<file path="config.mk">
export PLATFORM = sky130hd
export DESIGN_NAME = timer_register_transfer_ops
export DESIGN_NICKNAME = d
export VERILOG_FILES = /design/src/hw/timer_xfer_pkg.sv /design/src/hw/timer_register_transfer_ops.sv /design/src/hw/byte_load_reg.sv
export SDC_FILE = /design/constraint.sdc
export NUM_CORES = 1
export LEC_CHECK = 0
export ABC_CLOCK_PERIOD_IN_PS = 3550
export BUFFER_PORTS_ARGS = -buffer_cell sky130_fd_sc_hd__buf_2
export CORE_MARGIN = 5
export CORE_UTILIZATION = 50
export DETAILED_ROUTE_END_ITERATION = 12
export GPL_TIMING_DRIVEN = 1
export PLACE_DENSITY_LB_ADDON = 0.05
export SLEW_MARGIN = 20
export SYNTH_ARGS = -nofsm -noshare
export SYNTH_HDL_FRONTEND = slang
export SYNTH_SLANG_ARGS = --single-unit
</file>
<file path="constraint.sdc">
create_clock -name ref_clk_i -period 3.55 [get_ports ref_clk_i]
set_input_delay 0.1775 -clock ref_clk_i [delete_from_list [all_inputs] [get_ports ref_clk_i]]
set_output_delay 0.1775 -clock ref_clk_i [all_outputs]
set_load 0.02 [all_outputs]
</file>
<file path="src/hw/timer_xfer_pkg.sv">
// constants shared by the timer register transfer decoder and its byte register
// assumes a 10-bit instruction word and a 4-bit accumulator / B register pair
package timer_xfer_pkg;

   // datapath widths
   localparam int unsigned OPCODE_W = 10;                  // instruction word width
   localparam int unsigned NIBBLE_W = 4;                   // accumulator and B width
   localparam int unsigned BYTE_W   = 8;                   // timer and reload width

   // nibble positions inside a timer byte
   localparam int unsigned HI_MSB = 7;                     // upper nibble top bit
   localparam int unsigned HI_LSB = 4;                     // upper nibble bottom bit
   localparam int unsigned LO_MSB = 3;                     // lower nibble top bit
   localparam int unsigned LO_LSB = 0;                     // lower nibble bottom bit

   // reset values
   localparam logic [7:0] BYTE_RESET   = 8'h00;            // timers and reloads
   localparam logic [3:0] NIBBLE_RESET = 4'h0;             // result nibbles

   // opcodes, bits 9 down to 0
   localparam logic [9:0] OP_LOAD_THIRD_TIMER  = 10'h232;  // B:A into timer 3 and reload
   localparam logic [9:0] OP_LOAD_FOURTH_TIMER = 10'h233;  // B:A into timer 4 and low reload
   localparam logic [9:0] OP_LOAD_FOURTH_HIGH  = 10'h237;  // B:A into high reload
   localparam logic [9:0] OP_COPY_LOW_RELOAD   = 10'h297;  // low reload into timer 4
   localparam logic [9:0] OP_COPY_B_TO_ACC     = 10'h01E;  // B into accumulator
   localparam logic [9:0] OP_READ_FIRST_TIMER  = 10'h270;  // timer 1 into B:A
   localparam logic [9:0] OP_READ_SECOND_TIMER = 10'h271;  // timer 2 into B:A
   localparam logic [9:0] OP_READ_THIRD_TIMER  = 10'h272;  // timer 3 into B:A

   // which operation the decoder has recognised
   typedef enum logic [3:0] {
      OPK_NONE,
      OPK_LOAD_THIRD,
      OPK_LOAD_FOURTH,
      OPK_LOAD_HIGH,
      OPK_COPY_RELOAD,
      OPK_COPY_B,
      OPK_READ_FIRST,
      OPK_READ_SECOND,
      OPK_READ_THIRD
   } op_kind_t;

endpackage

</file>
<file path="src/hw/timer_register_transfer_ops.sv">
// decoder and executor for the timer transfer instructions of a 4-bit core
// assumes the core presents one instruction word per cycle with a valid strobe,
// supplies A and B from its datapath, and writes back the nibbles returned here
//
// Contract
// - B:A loads timer 3 and its reload
// - B:A loads timer 4 and low reload
// - B:A loads only timer 4 high reload
// - low reload copies into timer 4 counter
// - B copies into accumulator, carry untouched
// - timer 1 splits into B and A
// - timer 2 or 3 splits into B, A
`timescale 1ns/1ps
module timer_register_transfer_ops
   import timer_xfer_pkg::*;
#(
   parameter int unsigned OW = timer_xfer_pkg::OPCODE_W  // instruction width
) (
   // clock and reset
   input  wire logic                               ref_clk_i,         // system clock
   input  wire logic                               rst_b_i,           // sync reset, low
   // instruction from the core
   input  wire logic                               instr_valid_i,     // word executes now
   input  wire logic [OW-1:0]                      opcode_i,          // instruction word
   // datapath operands
   input  wire logic [timer_xfer_pkg::NIBBLE_W-1:0] acc_i,            // accumulator
   input  wire logic [timer_xfer_pkg::NIBBLE_W-1:0] b_i,              // register B
   // counters owned by the timer logic outside
   input  wire logic [timer_xfer_pkg::BYTE_W-1:0]   first_timer_i,    // timer 1 count
   input  wire logic [timer_xfer_pkg::BYTE_W-1:0]   second_timer_i,   // timer 2 count
   // write-back to the core
   output logic                                    acc_wr_o,          // load acc_data_o
   output logic      [timer_xfer_pkg::NIBBLE_W-1:0] acc_data_o,        // new accumulator
   output logic                                    b_wr_o,            // load b_data_o
   output logic      [timer_xfer_pkg::NIBBLE_W-1:0] b_data_o,          // new register B
   output logic                                    executed_o,        // one of ours ran
   output logic                                    skip_o,            // never skips
   output logic                                    carry_wr_o,        // carry never written
   // timer 3 and 4 storage
   output logic      [timer_xfer_pkg::BYTE_W-1:0]   third_timer_o,     // timer 3 counter
   output logic      [timer_xfer_pkg::BYTE_W-1:0]   third_timer_reload_o,
   output logic      [timer_xfer_pkg::BYTE_W-1:0]   fourth_timer_o,    // timer 4 counter
   output logic      [timer_xfer_pkg::BYTE_W-1:0]   fourth_timer_reload_low_o,
   output logic      [timer_xfer_pkg::BYTE_W-1:0]   fourth_timer_reload_high_o
);

   // ---------------------------------------------------------------------
   // decode: one hit wire per opcode, gated by the valid strobe
   // ---------------------------------------------------------------------
   // a word that matches none of the codes, or any word seen while the valid
   // strobe is low, leaves storage alone and raises no pulse; the core is free
   // to run its other instructions over the same word meanwhile
   wire logic hit_load_third  = instr_valid_i && (opcode_i == OP_LOAD_THIRD_TIMER);
   wire logic hit_load_fourth = instr_valid_i && (opcode_i == OP_LOAD_FOURTH_TIMER);
   wire logic hit_load_high   = instr_valid_i && (opcode_i == OP_LOAD_FOURTH_HIGH);
   wire logic hit_copy_reload = instr_valid_i && (opcode_i == OP_COPY_LOW_RELOAD);
   wire logic hit_copy_b      = instr_valid_i && (opcode_i == OP_COPY_B_TO_ACC);
   wire logic hit_read_first  = instr_valid_i && (opcode_i == OP_READ_FIRST_TIMER);
   wire logic hit_read_second = instr_valid_i && (opcode_i == OP_READ_SECOND_TIMER);
   wire logic hit_read_third  = instr_valid_i && (opcode_i == OP_READ_THIRD_TIMER);

   // opcodes are distinct, so at most one hit is high; the priority is only form
   op_kind_t op_kind;                                    // recognised operation
   assign op_kind = hit_load_third  ? OPK_LOAD_THIRD  :
                    hit_load_fourth ? OPK_LOAD_FOURTH :
                    hit_load_high   ? OPK_LOAD_HIGH   :
                    hit_copy_reload ? OPK_COPY_RELOAD :
                    hit_copy_b      ? OPK_COPY_B      :
                    hit_read_first  ? OPK_READ_FIRST  :
                    hit_read_second ? OPK_READ_SECOND :
                    hit_read_third  ? OPK_READ_THIRD  : OPK_NONE;

   // ---------------------------------------------------------------------
   // timer 3 / 4 storage
   // ---------------------------------------------------------------------
   // timers 3 and 4 are kept here as plain bytes: counting and underflow live
   // elsewhere, so these only change when one of our writes lands
   // every byte has its own load strobe, which keeps each write local to the
   // registers that the instruction names and nothing else
   wire logic [BYTE_W-1:0] acc_b_byte = {b_i, acc_i};    // B high, A low
   logic      [BYTE_W-1:0] third_timer;                  // timer 3 counter
   logic      [BYTE_W-1:0] third_reload;                 // timer 3 reload
   logic      [BYTE_W-1:0] fourth_timer;                 // timer 4 counter
   logic      [BYTE_W-1:0] fourth_reload_low;            // timer 4 low reload
   logic      [BYTE_W-1:0] fourth_reload_high;           // timer 4 high reload

   // the third counter and reload use separate strobes even though they match,
   // so a later change to one write path does not silently move the other
   // load strobes; counter and reload share one edge so no split value shows
   wire logic load_third_ctr   = (op_kind == OPK_LOAD_THIRD);
   wire logic load_third_rld   = (op_kind == OPK_LOAD_THIRD);
   wire logic load_fourth_ctr  = (op_kind == OPK_LOAD_FOURTH) ||
                                 (op_kind == OPK_COPY_RELOAD);
   wire logic load_fourth_low  = (op_kind == OPK_LOAD_FOURTH);
   // the high reload alone is written; the timer 4 counter keeps its value untouched
   wire logic load_fourth_high = (op_kind == OPK_LOAD_HIGH);

   // the copy takes the low reload as it stood before this edge; only one word
   // executes per cycle, so a reload write and a copy never meet on one edge
   // timer 4 counter source: whole low reload byte on the copy, else B:A
   wire logic [BYTE_W-1:0] fourth_ctr_src =
      (op_kind == OPK_COPY_RELOAD) ? fourth_reload_low : acc_b_byte;

   // timer 3 counter
   byte_load_reg #(.WIDTH(BYTE_W)) u_third_timer (
      .ref_clk_i   (ref_clk_i),
      .rst_b_i     (rst_b_i),
      .load_i      (load_third_ctr),
      .load_data_i (acc_b_byte),
      .value_o     (third_timer)
   );

   // timer 3 reload
   byte_load_reg #(.WIDTH(BYTE_W)) u_third_reload (
      .ref_clk_i   (ref_clk_i),
      .rst_b_i     (rst_b_i),
      .load_i      (load_third_rld),
      .load_data_i (acc_b_byte),
      .value_o     (third_reload)
   );

   // timer 4 counter
   byte_load_reg #(.WIDTH(BYTE_W)) u_fourth_timer (
      .ref_clk_i   (ref_clk_i),
      .rst_b_i     (rst_b_i),
      .load_i      (load_fourth_ctr),
      .load_data_i (fourth_ctr_src),
      .value_o     (fourth_timer)
   );

   // timer 4 low reload
   byte_load_reg #(.WIDTH(BYTE_W)) u_fourth_reload_low (
      .ref_clk_i   (ref_clk_i),
      .rst_b_i     (rst_b_i),
      .load_i      (load_fourth_low),
      .load_data_i (acc_b_byte),
      .value_o     (fourth_reload_low)
   );

   // timer 4 high reload
   byte_load_reg #(.WIDTH(BYTE_W)) u_fourth_reload_high (
      .ref_clk_i   (ref_clk_i),
      .rst_b_i     (rst_b_i),
      .load_i      (load_fourth_high),
      .load_data_i (acc_b_byte),
      .value_o     (fourth_reload_high)
   );

   // storage outputs follow the registers directly, so a write is visible
   // from the edge that takes it onward
   assign third_timer_o              = third_timer;
   assign third_timer_reload_o       = third_reload;
   assign fourth_timer_o             = fourth_timer;
   assign fourth_timer_reload_low_o  = fourth_reload_low;
   assign fourth_timer_reload_high_o = fourth_reload_high;

   // ---------------------------------------------------------------------
   // read path: pick the timer that the instruction names
   // ---------------------------------------------------------------------
   // timer 1 and 2 counts arrive from logic on this clock, so no synchroniser
   // sits on them; a count from another clock would need one upstream
   // the value is the one on the wires during the execute cycle; it is
   // captured at that edge, so a tick arriving later cannot tear the pair
   wire logic [BYTE_W-1:0] read_byte =
      (op_kind == OPK_READ_FIRST)  ? first_timer_i  :
      (op_kind == OPK_READ_SECOND) ? second_timer_i :
                                     third_timer;

   // one flag per write-back kind keeps the strobe logic readable
   wire logic is_read   = (op_kind == OPK_READ_FIRST) ||
                          (op_kind == OPK_READ_SECOND) ||
                          (op_kind == OPK_READ_THIRD);
   wire logic is_copy_b = (op_kind == OPK_COPY_B);

   // next values of the write-back nibbles
   wire logic [NIBBLE_W-1:0] acc_data_next =
      is_copy_b ? b_i : read_byte[LO_MSB:LO_LSB];
   wire logic [NIBBLE_W-1:0] b_data_next = read_byte[HI_MSB:HI_LSB];
   wire logic                acc_wr_next = is_read || is_copy_b;
   wire logic                b_wr_next   = is_read;
   wire logic                exec_next   = (op_kind != OPK_NONE);

   // registered copies of the next values above
   logic                acc_wr_reg;                      // accumulator strobe
   logic [NIBBLE_W-1:0] acc_data_reg;                    // accumulator value
   logic                b_wr_reg;                        // B strobe
   logic [NIBBLE_W-1:0] b_data_reg;                      // B value
   logic                exec_reg;                        // executed pulse

   // trade-off: registering the write-back costs a cycle of latency but keeps
   // the core's A and B inputs off any combinational loop through this block;
   // an instruction that reads A or B must not follow a read back to back
   // write-back stage: one cycle after the execute edge, for one cycle
   always_ff @(posedge ref_clk_i) begin
      if (!rst_b_i) begin
         acc_wr_reg   <= 1'b0;
         acc_data_reg <= NIBBLE_RESET;
         b_wr_reg     <= 1'b0;
         b_data_reg   <= NIBBLE_RESET;
         exec_reg     <= 1'b0;
      end else begin
         acc_wr_reg   <= acc_wr_next;
         acc_data_reg <= acc_data_next;
         b_wr_reg     <= b_wr_next;
         b_data_reg   <= b_data_next;
         exec_reg     <= exec_next;
      end
   end

   assign acc_wr_o   = acc_wr_reg;
   assign acc_data_o = acc_data_reg;
   assign b_wr_o     = b_wr_reg;
   assign b_data_o   = b_data_reg;
   assign executed_o = exec_reg;
   // none of these instructions skip or touch the carry flag; the ports stay
   // so the core's skip and carry logic can merge every decoder the same way
   assign skip_o     = 1'b0;
   assign carry_wr_o = 1'b0;

endmodule // timer_register_transfer_ops

</file>
<file path="src/hw/byte_load_reg.sv">
// one loadable 8-bit storage byte, used for the timer counters and reloads
// assumes the load strobe and data come from logic on the same clock
`timescale 1ns/1ps
module byte_load_reg #(
   parameter int unsigned WIDTH = 8                      // storage width
) (
   // clock and reset
   input  wire logic             ref_clk_i,             // system clock
   input  wire logic             rst_b_i,               // synchronous reset, low
   // load port
   input  wire logic             load_i,                // take load_data_i this edge
   input  wire logic [WIDTH-1:0] load_data_i,           // new contents
   // contents
   output logic      [WIDTH-1:0] value_o               // stored byte
);
   import timer_xfer_pkg::*;

   logic [WIDTH-1:0] value_reg;                          // held byte

   // hold unless loaded; reset clears to a known value
   always_ff @(posedge ref_clk_i) begin
      if (!rst_b_i) begin
         value_reg <= WIDTH'(BYTE_RESET);
      end else if (load_i) begin
         value_reg <= load_data_i;
      end
   end

   assign value_o = value_reg;

endmodule // byte_load_reg

</file>
### Word level (Yosys, flattened, before mapping)

Cells that the tools add are included.

| storage, ports and cells | value |
|---|---|
| output and inout bits | 53 |
| register bits | 43 |

| operators by class | value |
|---|---|
| reduce and logical (&&, ||, !) cells | 13 |
| eq/ne operators | 16 |
| multiplexer cells | 12 |

Operators by type and width:

| operator | number |
|---|---|
| $eq A10 B10 Y1 const B | 7 |
| $mux W4 | 9 |
| $mux W8 | 3 |
| $eq A4 B3 Y1 const B | 4 |
| $eq A10 B5 Y1 const B | 1 |
| $eq A4 B2 Y1 const B | 2 |
| $logic_and A1 B1 Y1 | 8 |
| $eq A4 B1 Y1 const B | 1 |
| $eq A4 B4 Y1 const B | 1 |
| $logic_or A1 B1 Y1 | 4 |
| $reduce_bool A4 Y1 | 1 |

### Depth between registers and ports, before layout

Gate-level depths: netlist (run 1).

| depth | value |
|---|---|
| depth after elaboration | 14 |
| gate-level depth with buffers | 7 |
| mapped depth without buffers | 4 |

### Cells and area by module

From an unflattened synthesis (run 1), not the netlist that was laid out.

| second synthesis, totals | value |
|---|---|
| cell total of the unflattened synthesis | 209 |
| area total of the unflattened synthesis | 2311.0 sq um |

By module, submodules not included:

| module | area each (sq um) | times used | cells an instance |
|---|---|---|---|
| byte_load_reg | 301.5 | 5 | 25 |
| timer_register_transfer_ops | 803.3 | 1 | 84 |

### Worst setup path after synthesis (run 1)

No wires, ideal clock.

| timing | value |
|---|---|
| path kind | input to register |
| start point | input port opcode_i[2] |
| end point | register u_third_timer.value_reg[0] (netlist: u_third_timer.value_o[0]) |
| stages on the path | 4 |
| path buffers | 0 |
| arrival time | 1.447 ns |
| data required time | 3.422 ns |
| slack | 1.976 ns |
| setup time | 0.128 ns |
| cells stage by stage | or4b_4 > nor4_4 > mux2i_1 > nor2_1 |

| between the ends | value |
|---|---|
| longest elaborated chain between the ends | 11 |

Ends and longest elaborated chain:

| what | line | RTL |
|---|---|---|
| start: declaration | timer_register_transfer_ops.sv:24 | `input wire logic [OW-1:0] opcode_i,` |
| $eq A10 B10 Y1 | timer_register_transfer_ops.sv:60 | `wire logic hit_read_third = instr_valid_i && (opcode_i == OP_READ_THIRD_TIMER);` |
| $logic_and A1 B1 Y1 | timer_register_transfer_ops.sv:60 |  |
| $mux W4 | timer_register_transfer_ops.sv:71 | `hit_read_third ? OPK_READ_THIRD : OPK_NONE;` |
| $mux W4 | timer_register_transfer_ops.sv:70 | `hit_read_second ? OPK_READ_SECOND :` |
| $mux W4 | timer_register_transfer_ops.sv:69 | `hit_read_first ? OPK_READ_FIRST :` |
| $mux W4 | timer_register_transfer_ops.sv:68 | `hit_copy_b ? OPK_COPY_B :` |
| $mux W4 | timer_register_transfer_ops.sv:67 | `hit_copy_reload ? OPK_COPY_RELOAD :` |
| $mux W4 | timer_register_transfer_ops.sv:66 | `hit_load_high ? OPK_LOAD_HIGH :` |
| $mux W4 | timer_register_transfer_ops.sv:65 | `hit_load_fourth ? OPK_LOAD_FOURTH :` |
| $mux W4 (*) | timer_register_transfer_ops.sv:64 | `assign op_kind = hit_load_third ? OPK_LOAD_THIRD :` |
| $eq A4 B1 Y1 (*) | timer_register_transfer_ops.sv:90 | `wire logic load_third_ctr = (op_kind == OPK_LOAD_THIRD);` |
| end signal: assignment | byte_load_reg.sv:23 | `value_reg <= WIDTH'(BYTE_RESET);` |
| end signal: assignment | byte_load_reg.sv:25 | `value_reg <= load_data_i;` |
| end: declaration | byte_load_reg.sv:18 | `logic [WIDTH-1:0] value_reg;` |

Every way passes the cells marked *; elsewhere a longest branch is shown, timed or not.
A chain may end at the register's enable or synchronous reset.

### Worst setup path in the final report (run 1)

| timing | value |
|---|---|
| start point | input port opcode_i[2] |
| end point | register u_third_timer.value_reg[3] (netlist: u_third_timer.value_o[3]) |

Same word-level chain as after synthesis.

==> impl_metrics.json, run 1 <==
{
  "cellLeakagePower_nw": 1.117,
  "routedWlPerCell_um": 15.11,
  "post-cts-setup-buffers": 0,
  "synthAdderAreaFrac_pct": 0,
  "synth_compound_area_share_pct": 13.81,
  "setup_viol": 0,
  "wl_um": 5062,
  "synth_area_per_cell_um2": 9.148,
  "hp-class": "primary input to flop",
  "relSlewSlack_pct": 36.84,
  "place_area_um2": 2318,
  "rsz0062_at_grt": "no",
  "numCtsBuffers": 5,
  "synth_top_family_by_area": "simple AND/OR/NAND/NOR gates",
  "grt_max_degree": 35,
  "max-cap-violations": 0,
  "final_cell_mix": "buf_2 (87), dfxtp_1 (43), mux2i_1 (24)",
  "via_count": 1789,
  "tns_ns": 0,
  "postCtsResizedCells": 0,
  "place_hpwl_um": 3827,
  "cts.sinks": 43,
  "ant_nets": 0,
  "grt_pass1_vias": 1649,
  "ios": 90,
  "drc_errors": 0,
  "synth_edf_count": 0,
  "cts_tree": "built",
  "stdcell_area_um2": 2404,
  "synth_area_leaders": "dfxtp_1 (44%), mux2i_1 (12%), nand2_1 (4.3%)",
  "clkSlewWorstSetupHoldPaths_ns": 0.08,
  "outcome": "finished, final reports clean",
  "cp-start-kind": "primary input",
  "skew_ns": 0.002299,
  "yosys_warnings": 0,
  "ctsRootBufferMaster": "clkbuf_8",
  "rows": 22,
  "dieArea_um2": 5224,
  "final.period_utilization_pct": 44.43,
  "dieHeight_um": 72.28,
  "core_um2": 3716,
  "drive_gt1_share_pct": 34.15,
  "synthMuxAreaShare_pct": 12.39,
  "place_congestion": 0.7762,
  "critPathCaptureType": "flop",
  "drt_first_iter_violations": 125,
  "cts_hold_buf": 0,
  "grt_use_total_pct": 19.53,
  "ys_ff_latch": 43,
  "synthCells": 212,
  "yosys.area.top_type_share_pct": 44.39,
  "cts_buffer_depth": 2,
  "drt_pre_antenna_iters": 4,
  "grt_pass1_wl_um": 7962,
  "grt.overflow.total": 0,
  "tightestPinTransition_ns": 0.9416,
  "critPathRequiredTime_ns": 3.71,
  "synth_ff_type": "dfxtp_1",
  "io_buffer_count": 87,
  "seq_area_frac_synth_pct": 44.39,
  "netlist_area_um2": 1939,
  "worst_skew_pair.late_latency_ns": 0.29,
  "arrival_ns": 1.74,
  "area_growth_pct": 23.94,
  "grt_antenna_before_repair": 0,
  "fp.dieW_um": 72.28,
  "antennaDiodeCount": 0,
  "powerDensity_nw_per_um2": 353.9,
  "hold_viol": 0,
  "viasPerCell": 5.340,
  "yosys.area.top_type": "dfxtp_1",
  "min_period_ns": 1.577,
  "htree_levels": 2,
  "nNetsFinal": 323,
  "clock.fmax_mhz": 634.1,
  "synth_xor_area_share_pct": 0,
  "ir_worst_vdd_mv": 0.2713,
  "maxSlewViolCount": 0,
  "async_reset_ff_share_pct": 0,
  "fin_ws_ns": 1.973,
  "crit_fanout": 8,
  "path_class": "primary input to flop",
  "synth_simple_gate_area_share_pct": 21.29,
  "start_util_pct": 52.19,
  "nFillCells": 336,
  "synth_cell_types": 35,
  "dp_slack_ns": 1.646,
  "layout_commonest_cell": "buf_2"
}
-- power breakdown --
| part | internal (mW) | switching, mW | total [mW] | leakage (nW) |
|---|---|---|---|---|
| Sequential | 0.482 | 0.000116 | 0.482 | 0.346 |
| Clock | 0.137 | 0.164 | 0.301 | 0.0412 |
| Combinational | 0.0257 | 0.0416 | 0.0673 | 0.729 |
-- flip-flops by register name, summed over array words and instances, names as in the netlist --
name / count
acc_wr_o: 1
u_fourth_timer.value_o: 8
u_third_timer.value_o: 8
acc_data_o: 4
u_fourth_reload_low.value_o: 8
b_data_o: 4
u_fourth_reload_high.value_o: 8
b_wr_o: 1
executed_o: 1
-- cell usage after synthesis, types with 2 or more instances --
library cell / number
inv_1: 8
nor2b_1: 3
and4b_1: 2
clkbuf_1: 6
o21ai_0: 9
nor2_1: 22
a211oi_1: 4
mux2i_1: 24
buf_4: 10
o211ai_1: 4
dfxtp_1: 43
nor4bb_1: 2
and4_1: 3
nand4_1: 6
nand2b_1: 2
nand2_1: 22
a32oi_1: 8
buf_2: 3
buf_1: 2
a21oi_1: 14
-- area by class of cell --
type	instances	area, µm²	area share (%)
flip-flops and latches	43	860.8	35.81
well taps	48	60.06	2.499
multi-input cells	140	928.4	38.63
inverters	9	33.78	1.406
repair buffers	87	435.4	18.12
clock inverters	2	12.51	0.5206
clock buffers	6	72.57	3.019
-- logic make-up after synthesis --
group                  after synthesis
DFF                                 43
AOI/OAI and AO/OA                   42
and+or+nand+nor                     72
buffers and inverters               30
other                                1
muxes                               24
-- critical path, stage by stage --
cell and delay, ns:
buf_2 0.13, or4b_4 0.55, nor4_4 0.55, mux2i_1 0.26
nor2_1 0.05
-- worst paths after layout --
| path | to | slack, ns | from | cells after the start |
|---|---|---|---|---|
| worst max-delay path | u_third_timer.value_o[3]$_SDFFE_PN0N_ | 1.97 | opcode_i[2] | 5 |
| worst min-delay path | u_fourth_reload_low.value_o[3]$_SDFFE_PN0N_ | 0.17 | acc_i[3] | 3 |
| worst max register to register | acc_data_o[0]$_SDFF_PN0_ | 2.76 | u_third_timer.value_o[0]$_SDFFE_PN0N_ | 2 |
| worst min register to register | u_fourth_timer.value_o[6]$_SDFFE_PN0P_ | 0.47 | u_fourth_timer.value_o[6]$_SDFFE_PN0P_ | 2 |
-- metrics by stage --
step / utilization [%] / cells / total power [mW] / hold WS [ns]
floorplan: - / 213 / 0.5261 / 0.3135
global placement: 62.39 / 327 / 0.5596 / 0.4528
detailed placement: 62.39 / 327 / 0.5599 / 0.4590
CTS: 64.68 / 335 / 0.8579 / 0.1593
global route: 64.68 / 335 / 0.8842 / 0.1577
finish: 64.68 / 335 / 0.8506 / 0.1658
-- routing by layer --
metal,up-vias,global-route usage [%],routed length [µm]
li1,897,-,-
met1,812,25.09,2241
met2,70,30.84,2342
met3,10,4.986,370
met4,0,8.559,106
met5,-,0,0
Note: power is estimated with default switching activity, not from simulation.
==> run 2: changes to the inputs <==
--- a/config.mk
+++ b/config.mk
@@ -5,10 +5,11 @@
 export SDC_FILE = /design/constraint.sdc
 export NUM_CORES = 1
 export LEC_CHECK = 0
-export ABC_CLOCK_PERIOD_IN_PS = 3550
+export ABC_AREA = 1
+export ABC_CLOCK_PERIOD_IN_PS = 1600
 export BUFFER_PORTS_ARGS = -buffer_cell sky130_fd_sc_hd__buf_2
 export CORE_MARGIN = 5
-export CORE_UTILIZATION = 50
+export CORE_UTILIZATION = 47
 export DETAILED_ROUTE_END_ITERATION = 12
 export GPL_TIMING_DRIVEN = 1
 export PLACE_DENSITY_LB_ADDON = 0.05
==> constraint.sdc (replaced) <==
create_clock -name ref_clk_i -period 1.6 [get_ports ref_clk_i]
set_input_delay 0.08 -clock ref_clk_i [delete_from_list [all_inputs] [get_ports ref_clk_i]]
set_output_delay 0.08 -clock ref_clk_i [all_outputs]
set_load 0.02 [all_outputs]
==> run 2 against run 1 <==
Against the previous run:
- sequential share of layout area down 2.0 points
- critical endpoint is now u_fourth_timer.value_o[2]$_SDFFE_PN0P_
- synthesized cell count up 33%
- sequential cell count unchanged
==> impl_metrics.json, run 2 <==
{
  "outcome": "finished, final reports clean",
  "arrival_ns": 1.27,
  "drc_errors": 0,
  "place_area_um2": 2434,
  "seq_area_um2": 860.8,
  "via_count": 2046,
  "holdCritStartpoint": "first_timer_i[4]",
  "path_class": "primary input to flop",
  "place_congestion": 0.8424,
  "worst_skew_pair.late_latency_ns": 0.30,
  "fp.dieW_um": 75.83,
  "synth_xor_area_share_pct": 0,
  "ctsRootBufferMaster": "clkbuf_8",
  "synth_simple_gate_area_share_pct": 32.74,
  "min_period_ns": 1.089,
  "clock.fmax_mhz": 918.4,
  "htree_levels": 2,
  "p_sw_mw": 0.4718,
  "layout_commonest_cell": "buf_2",
  "pwr-share-comb_pct": 8.3,
  "critPathRequiredTime_ns": 1.78,
  "cts_buffer_depth": 2,
  "cellLeakagePower_nw": 1.307,
  "synthMuxAreaShare_pct": 0,
  "place_hpwl_um": 4111,
  "ys_ff_latch": 43,
  "netlist_area_um2": 2037,
  "ios": 90,
  "power_mw": 1.907,
  "final.period_utilization_pct": 68.05,
  "rr_startpoint": "u_third_timer.value_o[7]$_SDFFE_PN0N_",
  "core_um2": 4264,
  "yosysMostFrequentCell": "nand2_1",
  "yosys_warnings": 0,
  "drt_first_iter_violations": 81,
  "synth_ff_type": "dfxtp_1",
  "dieHeight_um": 75.83,
  "grt_pass1_vias": 1888,
  "powerDensity_nw_per_um2": 748.1,
  "maxSlewViolCount": 0,
  "critPathCaptureType": "flop",
  "grt.overflow.total": 0,
  "async_reset_ff_share_pct": 0,
  "yosys.area.top_type": "dfxtp_1",
  "start_util_pct": 47.77,
  "synthCells": 282,
  "synth_compound_area_share_pct": 12.84,
  "crit_fanout": 11,
  "netSwitchingFraction_pct": 24.74,
  "antennaDiodeCount": 0,
  "yosys.area.top_type_share_pct": 42.26,
  "seq_area_frac_synth_pct": 42.26,
  "synth_area_per_cell_um2": 7.223,
  "hp-class": "primary input to flop",
  "postCtsResizedCells": 0,
  "wl_um": 5458,
  "cp-start-kind": "primary input",
  "cts.sinks": 43,
  "numCtsBuffers": 5,
  "synthAdderAreaFrac_pct": 0,
  "rsz0062_at_grt": "no",
  "drt_pre_antenna_iters": 4,
  "grt_antenna_before_repair": 0,
  "seqPwrFrac_pct": 56.1,
  "grt_pass1_wl_um": 8466,
  "p_int_mw": 1.435,
  "tns_ns": 0,
  "hold_viol": 0,
  "nFillCells": 422,
  "multiInputGateArea_um2": 935.9,
  "io_buffer_count": 87,
  "grt_max_degree": 20,
  "viasPerCell": 4.895,
  "synth_edf_count": 0,
  "drive_gt1_share_pct": 29.51,
  "clkSlewWorstSetupHoldPaths_ns": 0.08,
  "nNetsFinal": 402,
  "final_cell_mix": "buf_2 (87), nand2_1 (65), nor2_1 (43), dfxtp_1 (43), inv_1 (29)",
  "startpoint": "opcode_i[8]",
  "routedWlPerCell_um": 13.06,
  "max-cap-violations": 0,
  "dieArea_um2": 5750,
  "rows": 24,
  "skew_ns": 0.006079,
  "area_growth_pct": 25.12,
  "stdcell_area_um2": 2549,
  "synth_commonest_cells": "nand2_1 (65), dfxtp_1 (43), nor2_1 (43)",
  "setup_viol": 0,
  "grt_use_total_pct": 19.56,
  "synth_area_leaders": "dfxtp_1 (42%), nand2_1 (12%), nor2_1 (7.9%)",
  "cts_tree": "built",
  "ant_nets": 0,
  "ir_worst_vdd_mv": 0.5059,
  "synth_top_family_by_area": "simple AND/OR/NAND/NOR gates",
  "synth_cell_types": 24,
  "clockPowerShare_pct": 35.6
}
## run 2: cell types whose count changed after synthesis, sizes merged, moves of 10 or more
cell   previous run  this run
nor2             22        47
nand3             0        13
mux2i            24         0
inv               8        31
nand2            22        66
o21ai            10        20
## run 2: per-layer routing
metal / global-route usage [%] / routed length, µm / vias up
met4: 7.961 / 80 / 0
met2: 31.46 / 2492 / 71
met5: 0 / 0 / -
li1: - / - / 1061
met3: 4.881 / 435 / 9
met1: 24.96 / 2450 / 905
## run 2: cell families after synthesis
logic type / Yosys count
DFF: 43
and+or+nand+nor: 140
other: 1
AOI/OAI and AO/OA: 50
buffers and inverters: 48
## run 2: area by class of cell
class	instances	share of cell area, %
clock buffer	6	2.847
clock inverter	2	0.4909
inverter	31	4.762
sequential	43	33.78
tap	52	2.553
multi-input combinational	192	36.72
timing repair buffer	92	18.85
## run 2: through the flow
stage               setup slack [ns]  utilization [%]  cells  hold slack (ns)
floorplan                     0.6111                -    283           0.1908
global placement              0.2592            57.07    407           0.3039
detailed placement            0.1941            57.07    407           0.3095
CTS                           0.5163            59.77    418          0.02117
global route                  0.3916            59.77    418          0.03866
finish                        0.5111            59.77    418          0.02269
## run 2: final timing paths
| kind | end | slack [ns] | cells after the start |
|---|---|---|---|
| hold reg to reg | u_fourth_reload_high.value_o[7]$_SDFFE_PN0N_ | 0.48 | 2 |
| setup reg to reg | b_data_o[3]$_SDFF_PN0_ | 0.82 | 4 |
| hold / removal | b_data_o[0]$_SDFF_PN0_ | 0.02 | 3 |
| setup / recovery | u_fourth_timer.value_o[2]$_SDFFE_PN0P_ | 0.51 | 9 |
## run 2: what timing repair did
action,in CTS,in global routing
endpoints found under the hold margin,3,0
hold buffers,3,0
buffers inserted,0,0
setup endpoints to repair,0,0
## run 2: worst max-delay path, cell delays in order
cell and delay, ns:
buf_2 0.11, inv_2 0.05, nand2_1 0.11, nor2_4 0.20, nand3_2 0.28, nand2_1 0.14
inv_1 0.14, nand2_1 0.09, a31oi_1 0.07
## run 2: power by group through the flow
stage | sequential [mW] | clock [mW] | combinational [mW]
CTS | 1.07 | 0.695 | 0.158
global placement | 1.10 | 0 | 0.152
detailed placement | 1.10 | 0 | 0.151
floorplan | 1.10 | 0 | 0.0792
finish | 1.07 | 0.679 | 0.158
global route | 1.07 | 0.746 | 0.175
==> run 3: changes to the inputs <==
--- a/config.mk
+++ b/config.mk
@@ -5,11 +5,11 @@
 export SDC_FILE = /design/constraint.sdc
 export NUM_CORES = 1
 export LEC_CHECK = 0
-export ABC_AREA = 1
-export ABC_CLOCK_PERIOD_IN_PS = 1600
+export ABC_AREA = 0
+export ABC_CLOCK_PERIOD_IN_PS = 1100
 export BUFFER_PORTS_ARGS = -buffer_cell sky130_fd_sc_hd__buf_2
 export CORE_MARGIN = 5
-export CORE_UTILIZATION = 47
+export CORE_UTILIZATION = 46
 export DETAILED_ROUTE_END_ITERATION = 12
 export GPL_TIMING_DRIVEN = 1
 export PLACE_DENSITY_LB_ADDON = 0.05
==> constraint.sdc (replaced) <==
create_clock -name ref_clk_i -period 1.1 [get_ports ref_clk_i]
set_input_delay 0.055 -clock ref_clk_i [delete_from_list [all_inputs] [get_ports ref_clk_i]]
set_output_delay 0.055 -clock ref_clk_i [all_outputs]
set_load 0.02 [all_outputs]
==> run 3 against run 2 <==
Against the previous run:
- the run now ends with setup timing left
- cell count fell by 13%
- clock power rose by 45%
- critical path type unchanged
- design area grew 7.0%
- non-clock buffer count grew 23
- highest routed layer unchanged
- via count fell by 6.2%
- clock skew increased by 0.00097 ns
- combinational power is 83% higher
- setup slack worse by 0.60 ns
- critical endpoint is now u_third_timer.value_o[5]$_SDFFE_PN0N_
- global-route usage fell by 0.18 points
==> impl_metrics.json, run 3 (synthesized netlist as in run 1, its figures left out) <==
{
  "outcome": "finished, violations left",
  "failed_checks": "setup timing",
  "cts_hold_buf": 0,
  "p_sw_mw": 0.7007,
  "via_count": 1920,
  "setup_viol": 13,
  "m1WireLength_um": 2388,
  "seqPwrFrac_pct": 54.9,
  "htree_levels": 2,
  "hold_viol": 0,
  "core_um2": 4058,
  "cts_buffer_depth": 2,
  "critPathRequiredTime_ns": 1.27,
  "drive_gt1_share_pct": 42.22,
  "crit_buf_inv": 2,
  "netSwitchingFraction_pct": 24.74,
  "place_area_um2": 2551,
  "area_growth_pct": 40.65,
  "stdcell_area_um2": 2728,
  "dr.max_layer_used": "met4",
  "nNetsFinal": 351,
  "power_mw": 2.833,
  "cellLeakagePower_nw": 1.296,
  "seq_area_um2": 860.8,
  "cts.sinks": 43,
  "viasPerCell": 5.260,
  "ctsRootBufferMaster": "clkbuf_8",
  "met2WireLength_um": 2686,
  "worst_skew_pair.late_latency_ns": 0.30,
  "crit_fanout": 4,
  "grt_use_total_pct": 19.39,
  "clockPowerShare_pct": 34.9,
  "grt.overflow.total": 0,
  "cpMaxStageDelayCell": "or4b_4",
  "dieHeight_um": 74.93,
  "wl_um": 5521,
  "wl_met3_um": 395,
  "p_int_mw": 2.132,
  "routedWlPerCell_um": 15.13,
  "multiInputGateArea_um2": 975.9,
  "fin_cells": 365,
  "drt_pre_antenna_iters": 4,
  "ios": 90,
  "hp-class": "primary input to flop",
  "ir_worst_vdd_mv": 0.5540,
  "cts_tree": "built",
  "ant_nets": 0,
  "rsz0062_at_grt": "yes",
  "numCtsBuffers": 5,
  "grt_pass1_wl_um": 8314,
  "cp_top_family": "simple AND/OR/NAND/NOR gates",
  "max-cap-violations": 0,
  "powerDensity_nw_per_um2": 1039,
  "hold_ws_ns": 0.02299,
  "critPathCaptureType": "flop",
  "rows": 23,
  "clkSlewWorstSetupHoldPaths_ns": 0.09,
  "min_period_ns": 1.194,
  "drt_first_iter_violations": 92,
  "pwr-share-comb_pct": 10.2,
  "skew_ns": 0.007054,
  "cp-start-kind": "primary input",
  "path_cells": "buf_6 -> or4b_4 -> nor4_4 -> buf_4 -> mux2i_1 -> nor2_1",
  "grt_antenna_before_repair": 0,
  "nFillCells": 359,
  "place_congestion": 0.8120,
  "fin_ws_ns": -0.09382,
  "final.period_utilization_pct": 108.5,
  "drc_errors": 0,
  "final_cell_mix": "buf_2 (84), dfxtp_1 (43), mux2i_1 (24), buf_4 (24)",
  "dp.cells": 354,
  "cpPeakStageDelay_ns": 0.54,
  "path_class": "primary input to flop",
  "antennaDiodeCount": 0,
  "arrival_ns": 1.37,
  "maxSlewViolCount": 0,
  "fp.dieW_um": 74.93,
  "io_buffer_count": 87,
  "layout_commonest_cell": "buf_2",
  "start_util_pct": 47.80,
  "grt_max_degree": 35,
  "grt_pass1_vias": 1811,
  "clock.fmax_mhz": 837.6,
  "place_hpwl_um": 4113,
  "dieArea_um2": 5615
}
==> run 3: changes by cell type in the layout (fill, tap and decap cells not counted), moves of 8 or more <==
cell | previous run | this run
nand3b_1 | 8 | 0
a31oi_1 | 9 | 1
o21ai_1 | 0 | 9
nand2_1 | 65 | 22
buf_4 | 2 | 24
inv_1 | 29 | 8
nand3_1 | 10 | 0
mux2i_1 | 0 | 24
o21ai_0 | 20 | 1
nor2_1 | 43 | 22
==> run 3: worst register-to-register path: stages (launching register included) <==
cell	delay [ns]
dfxtp_1	0.35
o211ai_1	0.19
a21oi_1	0.08
==> run 3: metal layers <==
| layer | vias up | GRT usage, % |
|---|---|---|
| met4 | 0 | 4.743 |
| met2 | 56 | 33.08 |
| li1 | 955 | - |
| met5 | - | 0 |
| met3 | 5 | 5.340 |
| met1 | 904 | 24.22 |
==> run 3: layout make-up <==
type / instances / area share, %
Clock buffer: 5 / 2.523
Timing Repair Buffer: 115 / 25.87
Inverter: 9 / 1.239
Tap cell: 50 / 2.294
Clock inverter: 3 / 0.7339
Sequential cell: 43 / 31.56
Multi-Input combinational cell: 140 / 35.78
==> run 3: per-stage QoR <==
stage	setup WS, ns	setup TNS [ns]	util [%]
final	-0.09382	-0.7442	67.22
after global routing	-0.1396	-1.666	67.22
after CTS	-0.08614	-0.7184	65.99
after detailed placement	-0.4514	-12.25	62.87
after global placement	-0.4108	-11.37	62.87
after floorplan	-0.3519	-6.386	-
==> run 3: power groups by stage <==
stage	registers, mW	logic (mW)	clock network, mW
CTS	1.56	0.285	1.01
global route	1.56	0.311	1.07
global placement	1.59	0.269	0
floorplan	1.59	0.111	0
detailed placement	1.59	0.271	0
finish	1.56	0.289	0.987
==> run 3: path summary, 6_finish.rpt <==
kind              slack, ns                              startpoint                                           to  cells past startpoint
hold / removal         0.02                                acc_i[0]  u_fourth_reload_low.value_o[0]$_SDFFE_PN0N_                      3
setup reg to reg       0.36   u_third_timer.value_o[2]$_SDFFE_PN0N_                     acc_data_o[2]$_SDFF_PN0_                      2
hold reg to reg        0.45  u_fourth_timer.value_o[0]$_SDFFE_PN0P_       u_fourth_timer.value_o[0]$_SDFFE_PN0P_                      2
setup / recovery      -0.09                             opcode_i[2]        u_third_timer.value_o[5]$_SDFFE_PN0N_                      6
==> run 3: timing repair <==
action / 4_1_cts / 5_1_grt
cloned: 0 / 1
buffers inserted: 2 / 1
resized for setup: 5 / 13
setup endpoints to repair: 12 / 33
pin swaps: 2 / 6
hold endpoints to repair: 0 / 0
